## src/rtl/mdmap_pkg.sv

```systemverilog
package mdmap_pkg;
  // ****************
  // Register map
  // ****************
  localparam logic [7:0] OFF_POLL = 8'h00;
  localparam logic [7:0] OFF_SPEED = 8'h04;
  localparam logic [7:0] OFF_PADDR = 8'h08;
  localparam logic [7:0] OFF_CMD = 8'h0C;
  localparam logic [7:0] OFF_RDATA = 8'h10;
  localparam logic [7:0] OFF_WDATA = 8'h14;
  localparam logic [7:0] OFF_STAT_LO = 8'h18;
  localparam logic [7:0] OFF_STAT_HI = 8'h1C;
  localparam int CMD_BUSY_BIT = 15;
  localparam int CMD_KIND_LSB = 10;
  localparam int CMD_DEV_LSB = 5;
  localparam int POLL_GAP_LSB = 8;
  localparam int NPORT = 6;
  localparam logic [5:0] POLL_EN_RST = 6'h3F;
  localparam logic [7:0] POLL_GAP_RST = 8'h10;
  localparam logic [29:0] PADDR_RST = {5'd5, 5'd4, 5'd3, 5'd2, 5'd1, 5'd0};
  // ****************
  // Timing
  // ****************
  localparam longint CLK_HZ = 25_000_000;
  localparam longint MDC_DEF_HZ = 3_400_000;
  localparam longint MDC_MAX_HZ = 17_000_000;
  // Half period of the management clock in core cycles, rounded up
  localparam logic [7:0] MDC_HALF_RST = 8'((CLK_HZ + 2 * MDC_DEF_HZ - 1) / (2 * MDC_DEF_HZ));
  localparam logic [7:0] MDC_HALF_MIN = 8'((CLK_HZ + 2 * MDC_MAX_HZ - 1) / (2 * MDC_MAX_HZ));
  // ****************
  // Frame layout
  // ****************
  localparam logic [5:0] FRAME_LAST = 6'd63;
  localparam logic [5:0] TA_FIRST = 6'd46;
  localparam logic [5:0] DATA_FIRST = 6'd48;
  localparam logic [31:0] PREAMBLE = 32'hFFFF_FFFF;
  localparam logic [1:0] START_CODE = 2'b01;
  localparam logic [1:0] KIND_WR = 2'b01;
  localparam logic [1:0] KIND_RD = 2'b10;
  localparam logic [1:0] TA_WR = 2'b10;
  // ****************
  // PHY register indices
  // ****************
  localparam logic [4:0] R_CTRL = 5'd0;
  localparam logic [4:0] R_STAT = 5'd1;
  localparam logic [4:0] R_ADV = 5'd4;
  localparam logic [4:0] R_LPA = 5'd5;
  localparam logic [4:0] R_ANX = 5'd6;
  localparam logic [4:0] R_GCTL = 5'd9;
  localparam logic [4:0] R_GSTAT = 5'd10;
  localparam logic [4:0] R_XSTAT = 5'd15;
  localparam logic [3:0] STEP_EEE = 4'd8;
  typedef enum logic [1:0] {E_IDLE = 2'b01, E_SHIFT = 2'b10} mdmap_eng_type;
  typedef enum logic [3:0] {
    P_NEXT = 4'b0001, P_REQ = 4'b0010, P_WAIT = 4'b0100, P_GAP = 4'b1000
  } mdmap_poll_type;
  typedef struct packed {
    logic inactive;
    logic eee;
    logic [1:0] pause;
    logic duplex;
    logic [1:0] speed;
    logic link;
  } mdmap_stat_type;
  typedef struct packed {
    logic [5:0] poll_en;
    logic [7:0] gap;
    logic [7:0] half;
    logic [29:0] paddr;
    logic busy;
    logic cmd_run;
    logic [1:0] kind;
    logic [4:0] dev;
    logic [4:0] regi;
    logic [15:0] rdata;
    logic [15:0] wdata;
    mdmap_stat_type [5:0] stat;
    logic [31:0] prdata;
    logic slverr;
    mdmap_eng_type eng;
    logic own_cmd;
    logic rd;
    logic [7:0] div;
    logic mdc;
    logic [5:0] bitn;
    logic [63:0] frame;
    logic mdio_o;
    logic oe_n;
    logic [15:0] shin;
    logic done;
    logic m1;
    logic m2;
    mdmap_poll_type ps;
    logic [2:0] port;
    logic [3:0] step;
    logic [15:0] gapc;
    logic [8:0][15:0] pr;
  } mdmap_state_type;
endpackage

```

## src/rtl/mdmap_master.sv

```systemverilog
// Operation
// - Frames use clause 22 format: preamble, start, kind, addresses, turnaround, data.
// - Each frame carries a 5-bit device address, one of 32 devices.
// - Each frame carries a 5-bit register index and one 16-bit word.
// - Management clock defaults to 3.125 MHz, programmable up to 12.5 MHz.
// - Six ports with programmable PHY addresses, defaults 0 through 5.
// - Writing the command register launches a frame to the named device.
// - Polling reads PHY status of enabled ports and sets the MAC status.
// - Indirect commands win over the polling machine for the link.
// - Unpolled ports keep last status, and software may overwrite it.
// - Poller visits enabled ports in order, waits a gap, repeats forever.
// - Control register read first; all ones reports the PHY inactive.
// - Without negotiation take speed/duplex from control, link from status, full pause.
// - Negotiation incomplete ends the pass with link reported zero.
// - Extended status bit set means gigabit PHY, else fast Ethernet.
// - Fast Ethernet PHY: fetch partner and local ability registers.
// - Gigabit PHY: also fetch gigabit partner, local and extended status.
// - Without next page received, gigabit PHY resolves from abilities only.
// - After the EEE fetch, resolve everything and report it to the MAC.
// - Indirect path does single transactions only, no bursts.
`timescale 1ns/1ps
`default_nettype none
module mdmap_master #(
  parameter logic [15:0] GAP_UNIT = 16'd256,
  parameter logic [4:0] EEE_REG = 5'd16
) (
  // Clock and reset
  input wire logic clk,
  input wire logic srst,
  // APB slave
  input wire logic psel,
  input wire logic penable,
  input wire logic pwrite,
  input wire logic [7:0] paddr,
  input wire logic [31:0] pwdata,
  output logic pready,
  output logic [31:0] prdata,
  output logic pslverr,
  // Management link
  output logic mdc,
  output logic mdio_o,
  output logic mdio_oe_n,
  input wire logic mdio_i,
  // MAC status per port
  output mdmap_pkg::mdmap_stat_type [5:0] mac_status
);
  import mdmap_pkg::*;

  mdmap_state_type s_reg;
  mdmap_state_type s_next;

  // ****************
  // Helpers
  // ****************
  function automatic logic [4:0] step_reg(input logic [3:0] st);
    case (st)
      4'd0: step_reg = R_CTRL;
      4'd1: step_reg = R_STAT;
      4'd2: step_reg = R_ADV;
      4'd3: step_reg = R_LPA;
      4'd4: step_reg = R_ANX;
      4'd5: step_reg = R_GCTL;
      4'd6: step_reg = R_GSTAT;
      4'd7: step_reg = R_XSTAT;
      default: step_reg = EEE_REG;
    endcase
  endfunction

  function automatic logic [63:0] build_frame(input logic [1:0] kind, input logic [4:0] dev,
                                              input logic [4:0] regi, input logic [15:0] wd);
    build_frame = {PREAMBLE, START_CODE, kind, dev, regi,
                   (kind == KIND_WR) ? {TA_WR, wd} : 18'h3_FFFF};
  endfunction

  // Auto resolution over fetched registers
  function automatic mdmap_stat_type resolve(input logic [8:0][15:0] pr, input logic [15:0] ee);
    logic [15:0] ab;
    mdmap_stat_type r;
    ab = pr[2] & pr[3];
    r = '0;
    r.link = pr[1][2];
    r.eee = ee[0];
    r.pause = {pr[2][10] & pr[3][10], pr[2][11] & pr[3][11]};
    if (pr[1][8] && pr[4][1] && (|pr[7][15:12]) && pr[5][9] && pr[6][11]) begin
      r.speed = 2'b10;
      r.duplex = 1'b1;
    end else if (pr[1][8] && pr[4][1] && (|pr[7][15:12]) && pr[5][8] && pr[6][10]) begin
      r.speed = 2'b10;
    end else if (ab[8]) begin
      r.speed = 2'b01;
      r.duplex = 1'b1;
    end else if (ab[7]) begin
      r.speed = 2'b01;
    end else begin
      r.duplex = ab[6];
    end
    return r;
  endfunction

  function automatic logic [31:0] pack_stat(input mdmap_stat_type a, input mdmap_stat_type b,
                                            input mdmap_stat_type c, input mdmap_stat_type d);
    pack_stat = {d, c, b, a};
  endfunction

  // ****************
  // Next state
  // ****************
  always_comb begin
    logic acc;
    logic wr;
    logic tick;
    logic fin;
    mdmap_stat_type st;
    logic [15:0] v;
    acc = 1'b0;
    wr = 1'b0;
    tick = 1'b0;
    fin = 1'b0;
    st = '0;
    v = s_reg.shin;
    s_next = s_reg;
    s_next.done = 1'b0;
    s_next.m1 = mdio_i;
    s_next.m2 = s_reg.m1;

    // ****************
    // APB slave
    // ****************
    acc = psel && !penable;
    wr = psel && penable && pwrite;
    if (acc) begin
      s_next.slverr = 1'b0;
      case (paddr)
        OFF_POLL: s_next.prdata = {16'h0000, s_reg.gap, 2'b00, s_reg.poll_en};
        OFF_SPEED: s_next.prdata = {24'h00_0000, s_reg.half};
        OFF_PADDR: s_next.prdata = {2'b00, s_reg.paddr};
        OFF_CMD: s_next.prdata = {16'h0000, s_reg.busy, 3'b000, s_reg.kind, s_reg.dev, s_reg.regi};
        OFF_RDATA: s_next.prdata = {16'h0000, s_reg.rdata};
        OFF_WDATA: s_next.prdata = {16'h0000, s_reg.wdata};
        OFF_STAT_LO: s_next.prdata = pack_stat(s_reg.stat[0], s_reg.stat[1], s_reg.stat[2], s_reg.stat[3]);
        OFF_STAT_HI: s_next.prdata = {16'h0000, s_reg.stat[5], s_reg.stat[4]};
        default: begin
          s_next.prdata = 32'h0000_0000;
          s_next.slverr = 1'b1;
        end
      endcase
    end
    if (wr) begin
      case (paddr)
        OFF_POLL: begin
          s_next.poll_en = pwdata[5:0];
          s_next.gap = pwdata[POLL_GAP_LSB +: 8];
        end
        OFF_SPEED: s_next.half = (pwdata[7:0] < MDC_HALF_MIN) ? MDC_HALF_MIN : pwdata[7:0];
        OFF_PADDR: s_next.paddr = pwdata[29:0];
        OFF_CMD: begin
          // A command while busy is dropped: one transaction at a time
          if (!s_reg.busy && (pwdata[11:10] == KIND_RD || pwdata[11:10] == KIND_WR)) begin
            s_next.busy = 1'b1;
            s_next.kind = pwdata[CMD_KIND_LSB +: 2];
            s_next.dev = pwdata[CMD_DEV_LSB +: 5];
            s_next.regi = pwdata[4:0];
          end
        end
        OFF_WDATA: s_next.wdata = pwdata[15:0];
        OFF_STAT_LO, OFF_STAT_HI: begin
          for (int i = 0; i < NPORT; i++) begin
            if (!s_reg.poll_en[i] && (paddr == OFF_STAT_HI) == (i >= 4)) begin
              s_next.stat[i] = pwdata[(i % 4) * 8 +: 8];
            end
          end
        end
        default: ;
      endcase
    end

    // ****************
    // Frame engine
    // ****************
    tick = (s_reg.div + 8'h01) >= s_reg.half;
    unique case (s_reg.eng)
      E_IDLE: begin
        s_next.oe_n = 1'b1;
        s_next.mdio_o = 1'b1;
        s_next.mdc = 1'b0;
        if (s_reg.busy && !s_reg.cmd_run) begin
          s_next.cmd_run = 1'b1;
          s_next.own_cmd = 1'b1;
          s_next.rd = s_reg.kind == KIND_RD;
          s_next.frame = build_frame(s_reg.kind, s_reg.dev, s_reg.regi, s_reg.wdata);
        end else if (s_reg.ps == P_REQ) begin
          s_next.own_cmd = 1'b0;
          s_next.rd = 1'b1;
          s_next.frame = build_frame(KIND_RD, s_reg.paddr[s_reg.port * 5 +: 5], step_reg(s_reg.step), 16'h0000);
          s_next.ps = P_WAIT;
        end
        if ((s_reg.busy && !s_reg.cmd_run) || s_reg.ps == P_REQ) begin
          s_next.eng = E_SHIFT;
          s_next.bitn = 6'd0;
          s_next.div = 8'h00;
          s_next.oe_n = 1'b0;
          s_next.mdio_o = s_next.frame[63];
        end
      end
      E_SHIFT: begin
        s_next.div = tick ? 8'h00 : s_reg.div + 8'h01;
        if (tick && !s_reg.mdc) begin
          // Sample on the rising edge, data settled half a period earlier
          s_next.mdc = 1'b1;
          if (s_reg.rd && s_reg.bitn >= DATA_FIRST) begin
            s_next.shin = {s_reg.shin[14:0], s_reg.m2};
          end
        end else if (tick) begin
          s_next.mdc = 1'b0;
          if (s_reg.bitn == FRAME_LAST) begin
            s_next.eng = E_IDLE;
            s_next.done = 1'b1;
            s_next.oe_n = 1'b1;
            if (s_reg.own_cmd) begin
              if (s_reg.rd) begin
                s_next.rdata = s_next.shin;
              end
              s_next.busy = 1'b0;
              s_next.cmd_run = 1'b0;
            end
          end else begin
            s_next.bitn = s_reg.bitn + 6'd1;
            s_next.frame = {s_reg.frame[62:0], 1'b1};
            s_next.mdio_o = s_reg.frame[62];
            // Release the line at turnaround so the PHY can drive
            s_next.oe_n = s_reg.rd && (s_reg.bitn + 6'd1 >= TA_FIRST);
          end
        end
      end
    endcase

    // ****************
    // Polling machine
    // ****************
    st = s_reg.stat[s_reg.port];
    unique case (s_reg.ps)
      P_NEXT: begin
        if (s_reg.poll_en[s_reg.port]) begin
          s_next.step = 4'd0;
          s_next.ps = P_REQ;
        end else if (s_reg.port == 3'd5) begin
          s_next.port = 3'd0;
          s_next.gapc = 16'(s_reg.gap * GAP_UNIT);
          s_next.ps = P_GAP;
        end else begin
          s_next.port = s_reg.port + 3'd1;
        end
      end
      P_REQ: ;
      P_WAIT: begin
        if (s_reg.done && !s_reg.own_cmd) begin
          s_next.pr[s_reg.step] = v;
          s_next.ps = P_REQ;
          s_next.step = s_reg.step + 4'd1;
          if (s_reg.step == 4'd0 && v == 16'hFFFF) begin
            st.inactive = 1'b1;
            st.link = 1'b0;
            fin = 1'b1;
          end else if (s_reg.step == 4'd1 && !s_reg.pr[0][12]) begin
            st = '0;
            st.link = v[2];
            st.speed = {s_reg.pr[0][6], s_reg.pr[0][13]};
            st.duplex = s_reg.pr[0][8];
            st.pause = 2'b11;
            st.eee = s_reg.stat[s_reg.port].eee;
            fin = 1'b1;
          end else if (s_reg.step == 4'd1 && !v[5]) begin
            st.inactive = 1'b0;
            st.link = 1'b0;
            fin = 1'b1;
          end else if (s_reg.step == 4'd3 && !s_reg.pr[1][8]) begin
            s_next.step = STEP_EEE;
          end else if (s_reg.step == STEP_EEE) begin
            st = resolve(s_reg.pr, v);
            fin = 1'b1;
          end
        end
        if (fin) begin
          if (s_reg.poll_en[s_reg.port]) begin
            s_next.stat[s_reg.port] = st;
          end
          if (s_reg.port == 3'd5) begin
            s_next.port = 3'd0;
            s_next.gapc = 16'(s_reg.gap * GAP_UNIT);
            s_next.ps = P_GAP;
          end else begin
            s_next.port = s_reg.port + 3'd1;
            s_next.ps = P_NEXT;
          end
        end
      end
      P_GAP: begin
        if (s_reg.gapc == 16'h0000) begin
          s_next.ps = P_NEXT;
        end else begin
          s_next.gapc = s_reg.gapc - 16'h0001;
        end
      end
    endcase

    if (srst) begin
      s_next = '0;
      s_next.poll_en = POLL_EN_RST;
      s_next.gap = POLL_GAP_RST;
      s_next.half = MDC_HALF_RST;
      s_next.paddr = PADDR_RST;
      s_next.eng = E_IDLE;
      s_next.ps = P_NEXT;
      s_next.oe_n = 1'b1;
      s_next.mdio_o = 1'b1;
      s_next.m1 = 1'b1;
      s_next.m2 = 1'b1;
    end
  end

  always_ff @(posedge clk) begin
    s_reg <= s_next;
  end

  // ****************
  // Outputs
  // ****************
  assign pready = psel && penable;
  assign prdata = s_reg.prdata;
  assign pslverr = s_reg.slverr && psel && penable;
  assign mdc = s_reg.mdc;
  assign mdio_o = s_reg.mdio_o;
  assign mdio_oe_n = s_reg.oe_n;
  assign mac_status = s_reg.stat;
endmodule
`default_nettype wire

```

## config.mk

```make
export PLATFORM = sky130hd
export DESIGN_NAME = mdmap_master
export DESIGN_NICKNAME = d
export VERILOG_FILES = /design/src/rtl/mdmap_pkg.sv /design/src/rtl/mdmap_master.sv
export SDC_FILE = /design/constraint.sdc
export NUM_CORES = 1
export LEC_CHECK = 0
export ABC_AREA = 1
export BUFFER_PORTS_ARGS = -buffer_cell sky130_fd_sc_hd__buf_2
export CAP_MARGIN = 5
export CELL_PAD_IN_SITES_DETAIL_PLACEMENT = 0
export CELL_PAD_IN_SITES_GLOBAL_PLACEMENT = 2
export CORE_MARGIN = 2
export CORE_UTILIZATION = 36
export CTS_CLUSTER_SIZE = 28
export DETAILED_ROUTE_END_ITERATION = 10
export PLACE_DENSITY_LB_ADDON = 0.1
export REMOVE_ABC_BUFFERS = 1
export SYNTH_ARGS = -nofsm -noshare
export SYNTH_HDL_FRONTEND = slang
export SYNTH_SLANG_ARGS = --single-unit
```

## constraint.sdc

```tcl
create_clock -name clk -period 7.05 [get_ports clk]
set_clock_uncertainty 0.1 [all_clocks]
set_input_delay 1.0575 -clock clk [delete_from_list [all_inputs] [get_ports clk]]
set_output_delay 1.0575 -clock clk [all_outputs]
set_load 0.005 [all_outputs]
```

==> flow_summary.ini <==
[critical_path]
endpoint_kind = register
rrSetupSlack_ps = 3150
required_ps = 7410
arrival_ps = 4260
critPathKind = register to register
crit_path_start_kind = register
path_max_fanout = 74

[power_and_ir_drop]
power_density_nw_per_um2 = 292
pwr-share-comb_pct = 24.8
power.total_uw = 5850
ir_drop_mv = 0.173
power.switching_uw = 2010
p_int_uw = 3840
p_seq_share_pct = 38.3
switching_share_pct = 34.4
p_clk_share_pct = 36.9
p_leak_uw = 0.00931

[synth]
synth_top_area_cell = dfxtp_1
synth_edf_count = 0
ys.flop_type = dfxtp_1
yosysUniqueCellTypes = 52
ys_ff_latch = 338
netlist_top_cells_area = dfxtp_1, nand2_1, nor2_1, inv_1, o21ai_0
post_synth_inst_count = 2789
synth_most_common_cell = nand2_1
yosys.area.top_type_share_pct = 37.1
syn_area_um2 = 18200
synth-seq-area-share_pct = 37.1
yosysWarnings = 0
post_synth.cell_area_avg_um2 = 6.54
async_flop_share_pct = 0
ys_top_cells_by_count = nand2_1, nor2_1, inv_1

[timing]
fmax_mhz = 257
min_period_ps = 3900
min_period_over_period_pct = 55.3
tns_ps = 0
final-setup-viol-count = 0
slew_violations = 0
slew_headroom_pct = 23.5
rsz0062_at_grt = no
hold_violations = 0
worst_pin_slew_ps = 1150

[routing]
drt_first_pass_iters = 6
num_vias = 17400
wirelength_mm = 66.4
drc = 0
ant_nets = 0
viasPerCell = 5.02
drtIter0Drc = 1525
wl_per_cell_um = 19.1

[grt]
antenna_found_initial = 0
grt_pass1_wl_mm = 100
grt_overflow = 0
met2_usage_pct = 39.9
top_usage_layer = met2
grt_max_degree = 180
grtUsageMet1_pct = 33.8
grtUsageMet3_pct = 4.15
grt_pass1_vias = 16200
grt_usage_pct = 24.8

[job]
max_cap_viol_count = 0

[clock_network]
post_cts_buffers = 0
htree_levels = 2
worstSkewPairLatency_ps = 570
cts_tree = yes
root_buffer = clkbuf_16
cts.sink_count = 338
clkSlewWorstSetupHoldPaths_ps = 60
cts-resized-gates = 0
cts_inserted_buffers = 42
hold_buffers = 0
cts_max_path_buffers = 3

[placement]
hpwl_mm = 47.3
postPlaceCellArea_um2 = 18700
gp_congestion = 0.878
portBuffers = 130

[layout]
synthToLayoutAreaGrowth_pct = 9.73
design_area_um2 = 20000
drive_gt1_share_pct = 10.2
finish.net_count = 2834
largest_reg_flops = 251
antenna_cells = 0

[run_status]
status = finished clean

[die]
start_util_pct = 36.4
ios = 131
chipHeight_um = 229
row_count = 82
dieWidth_um = 229
die_area_um2 = 52400
core_region_area_um2 = 50100

[worst_hold_path]
min_path_type = register to register
## power by group through the flow
stage	logic (uW)	clock network (uW)	registers, uW
2_1_floorplan	1110	0	2260
3_3_place_gp	1420	0	2280
3_5_place_dp	1450	0	2280
4_1_cts	1450	2220	2240
5_1_grt	1670	2280	2260
6_report	1450	2160	2240
## stage by stage
step                utilization [%]  std cells  hold WS, ps  setup WS (ps)
finish                         39.9       3471          318           3150
global route                   39.9       3471          331           2610
CTS                            39.9       3471          319           3140
detailed placement             37.3       3398          303           3100
global placement               37.3       3398          297           3150
floorplan                         -       2581          289           1050
## cell usage in the layout, fill, tap and decap left out, types with 19 or more instances in the layout
cell type	count
o22ai_1	48
dfxtp_1	338
nor2_1	457
a21oi_1	159
nand2_1	626
nand3_1	103
o21ai_0	237
nand4_1	36
nor3_1	19
inv_1	354
o211ai_1	30
clkbuf_16	43
buf_2	130
## layout make-up
| cell class | count | area (um2) |
|---|---|---|
| Timing Repair Buffer | 145 | 763 |
| Tap cell | 672 | 841 |
| Inverter | 370 | 1400 |
| Clock buffer | 68 | 1290 |
| Fill cell | 5576 | 30100 |
| Sequential cell | 338 | 6770 |
| Clock inverter | 5 | 56.3 |
| Multi-Input combinational cell | 1873 | 8890 |
## critical path, cell delays in order (launching register included)
cell and delay (ps):
dfxtp_1 370, inv_1 80, nor2_1 160, nand3_1 120
nand3b_1 190, xnor2_1 200, ha_1 280, nand2_1 70
inv_1 40, nor2_1 80, o21a_1 150, nand4_1 350
nand3_4 680, buf_4 640, nand2_1 100, nand2_1 90
nor2_1 60
## final timing paths
path / startpoint / endpoint / depth (start not counted)
hold / removal: s_reg[172]$_SDFF_PP1_ / s_reg[171]$_SDFF_PP1_ / 1
setup reg to reg: s_reg[263]$_SDFFE_PP0N_ / s_reg[216]$_SDFFE_PP0P_ / 16
setup / recovery: s_reg[263]$_SDFFE_PP0N_ / s_reg[216]$_SDFFE_PP0P_ / 16
hold reg to reg: s_reg[172]$_SDFF_PP1_ / s_reg[171]$_SDFF_PP1_ / 1
## layer usage
metal	routed length, um	vias up
met5	0	-
met4	1940	0
met3	3880	93
met2	29800	476
met1	30800	8143
li1	-	8720
## kinds of logic after synthesis
family,Yosys count,share of synthesized area (%)
simple gates,1315,30.9
buf+inv,578,14.2
compound gates,520,15.6
flops,338,37.1
xor+xnor,20,0.961
fa+ha+maj,18,1.24
(Power assumes the default switching activity.)
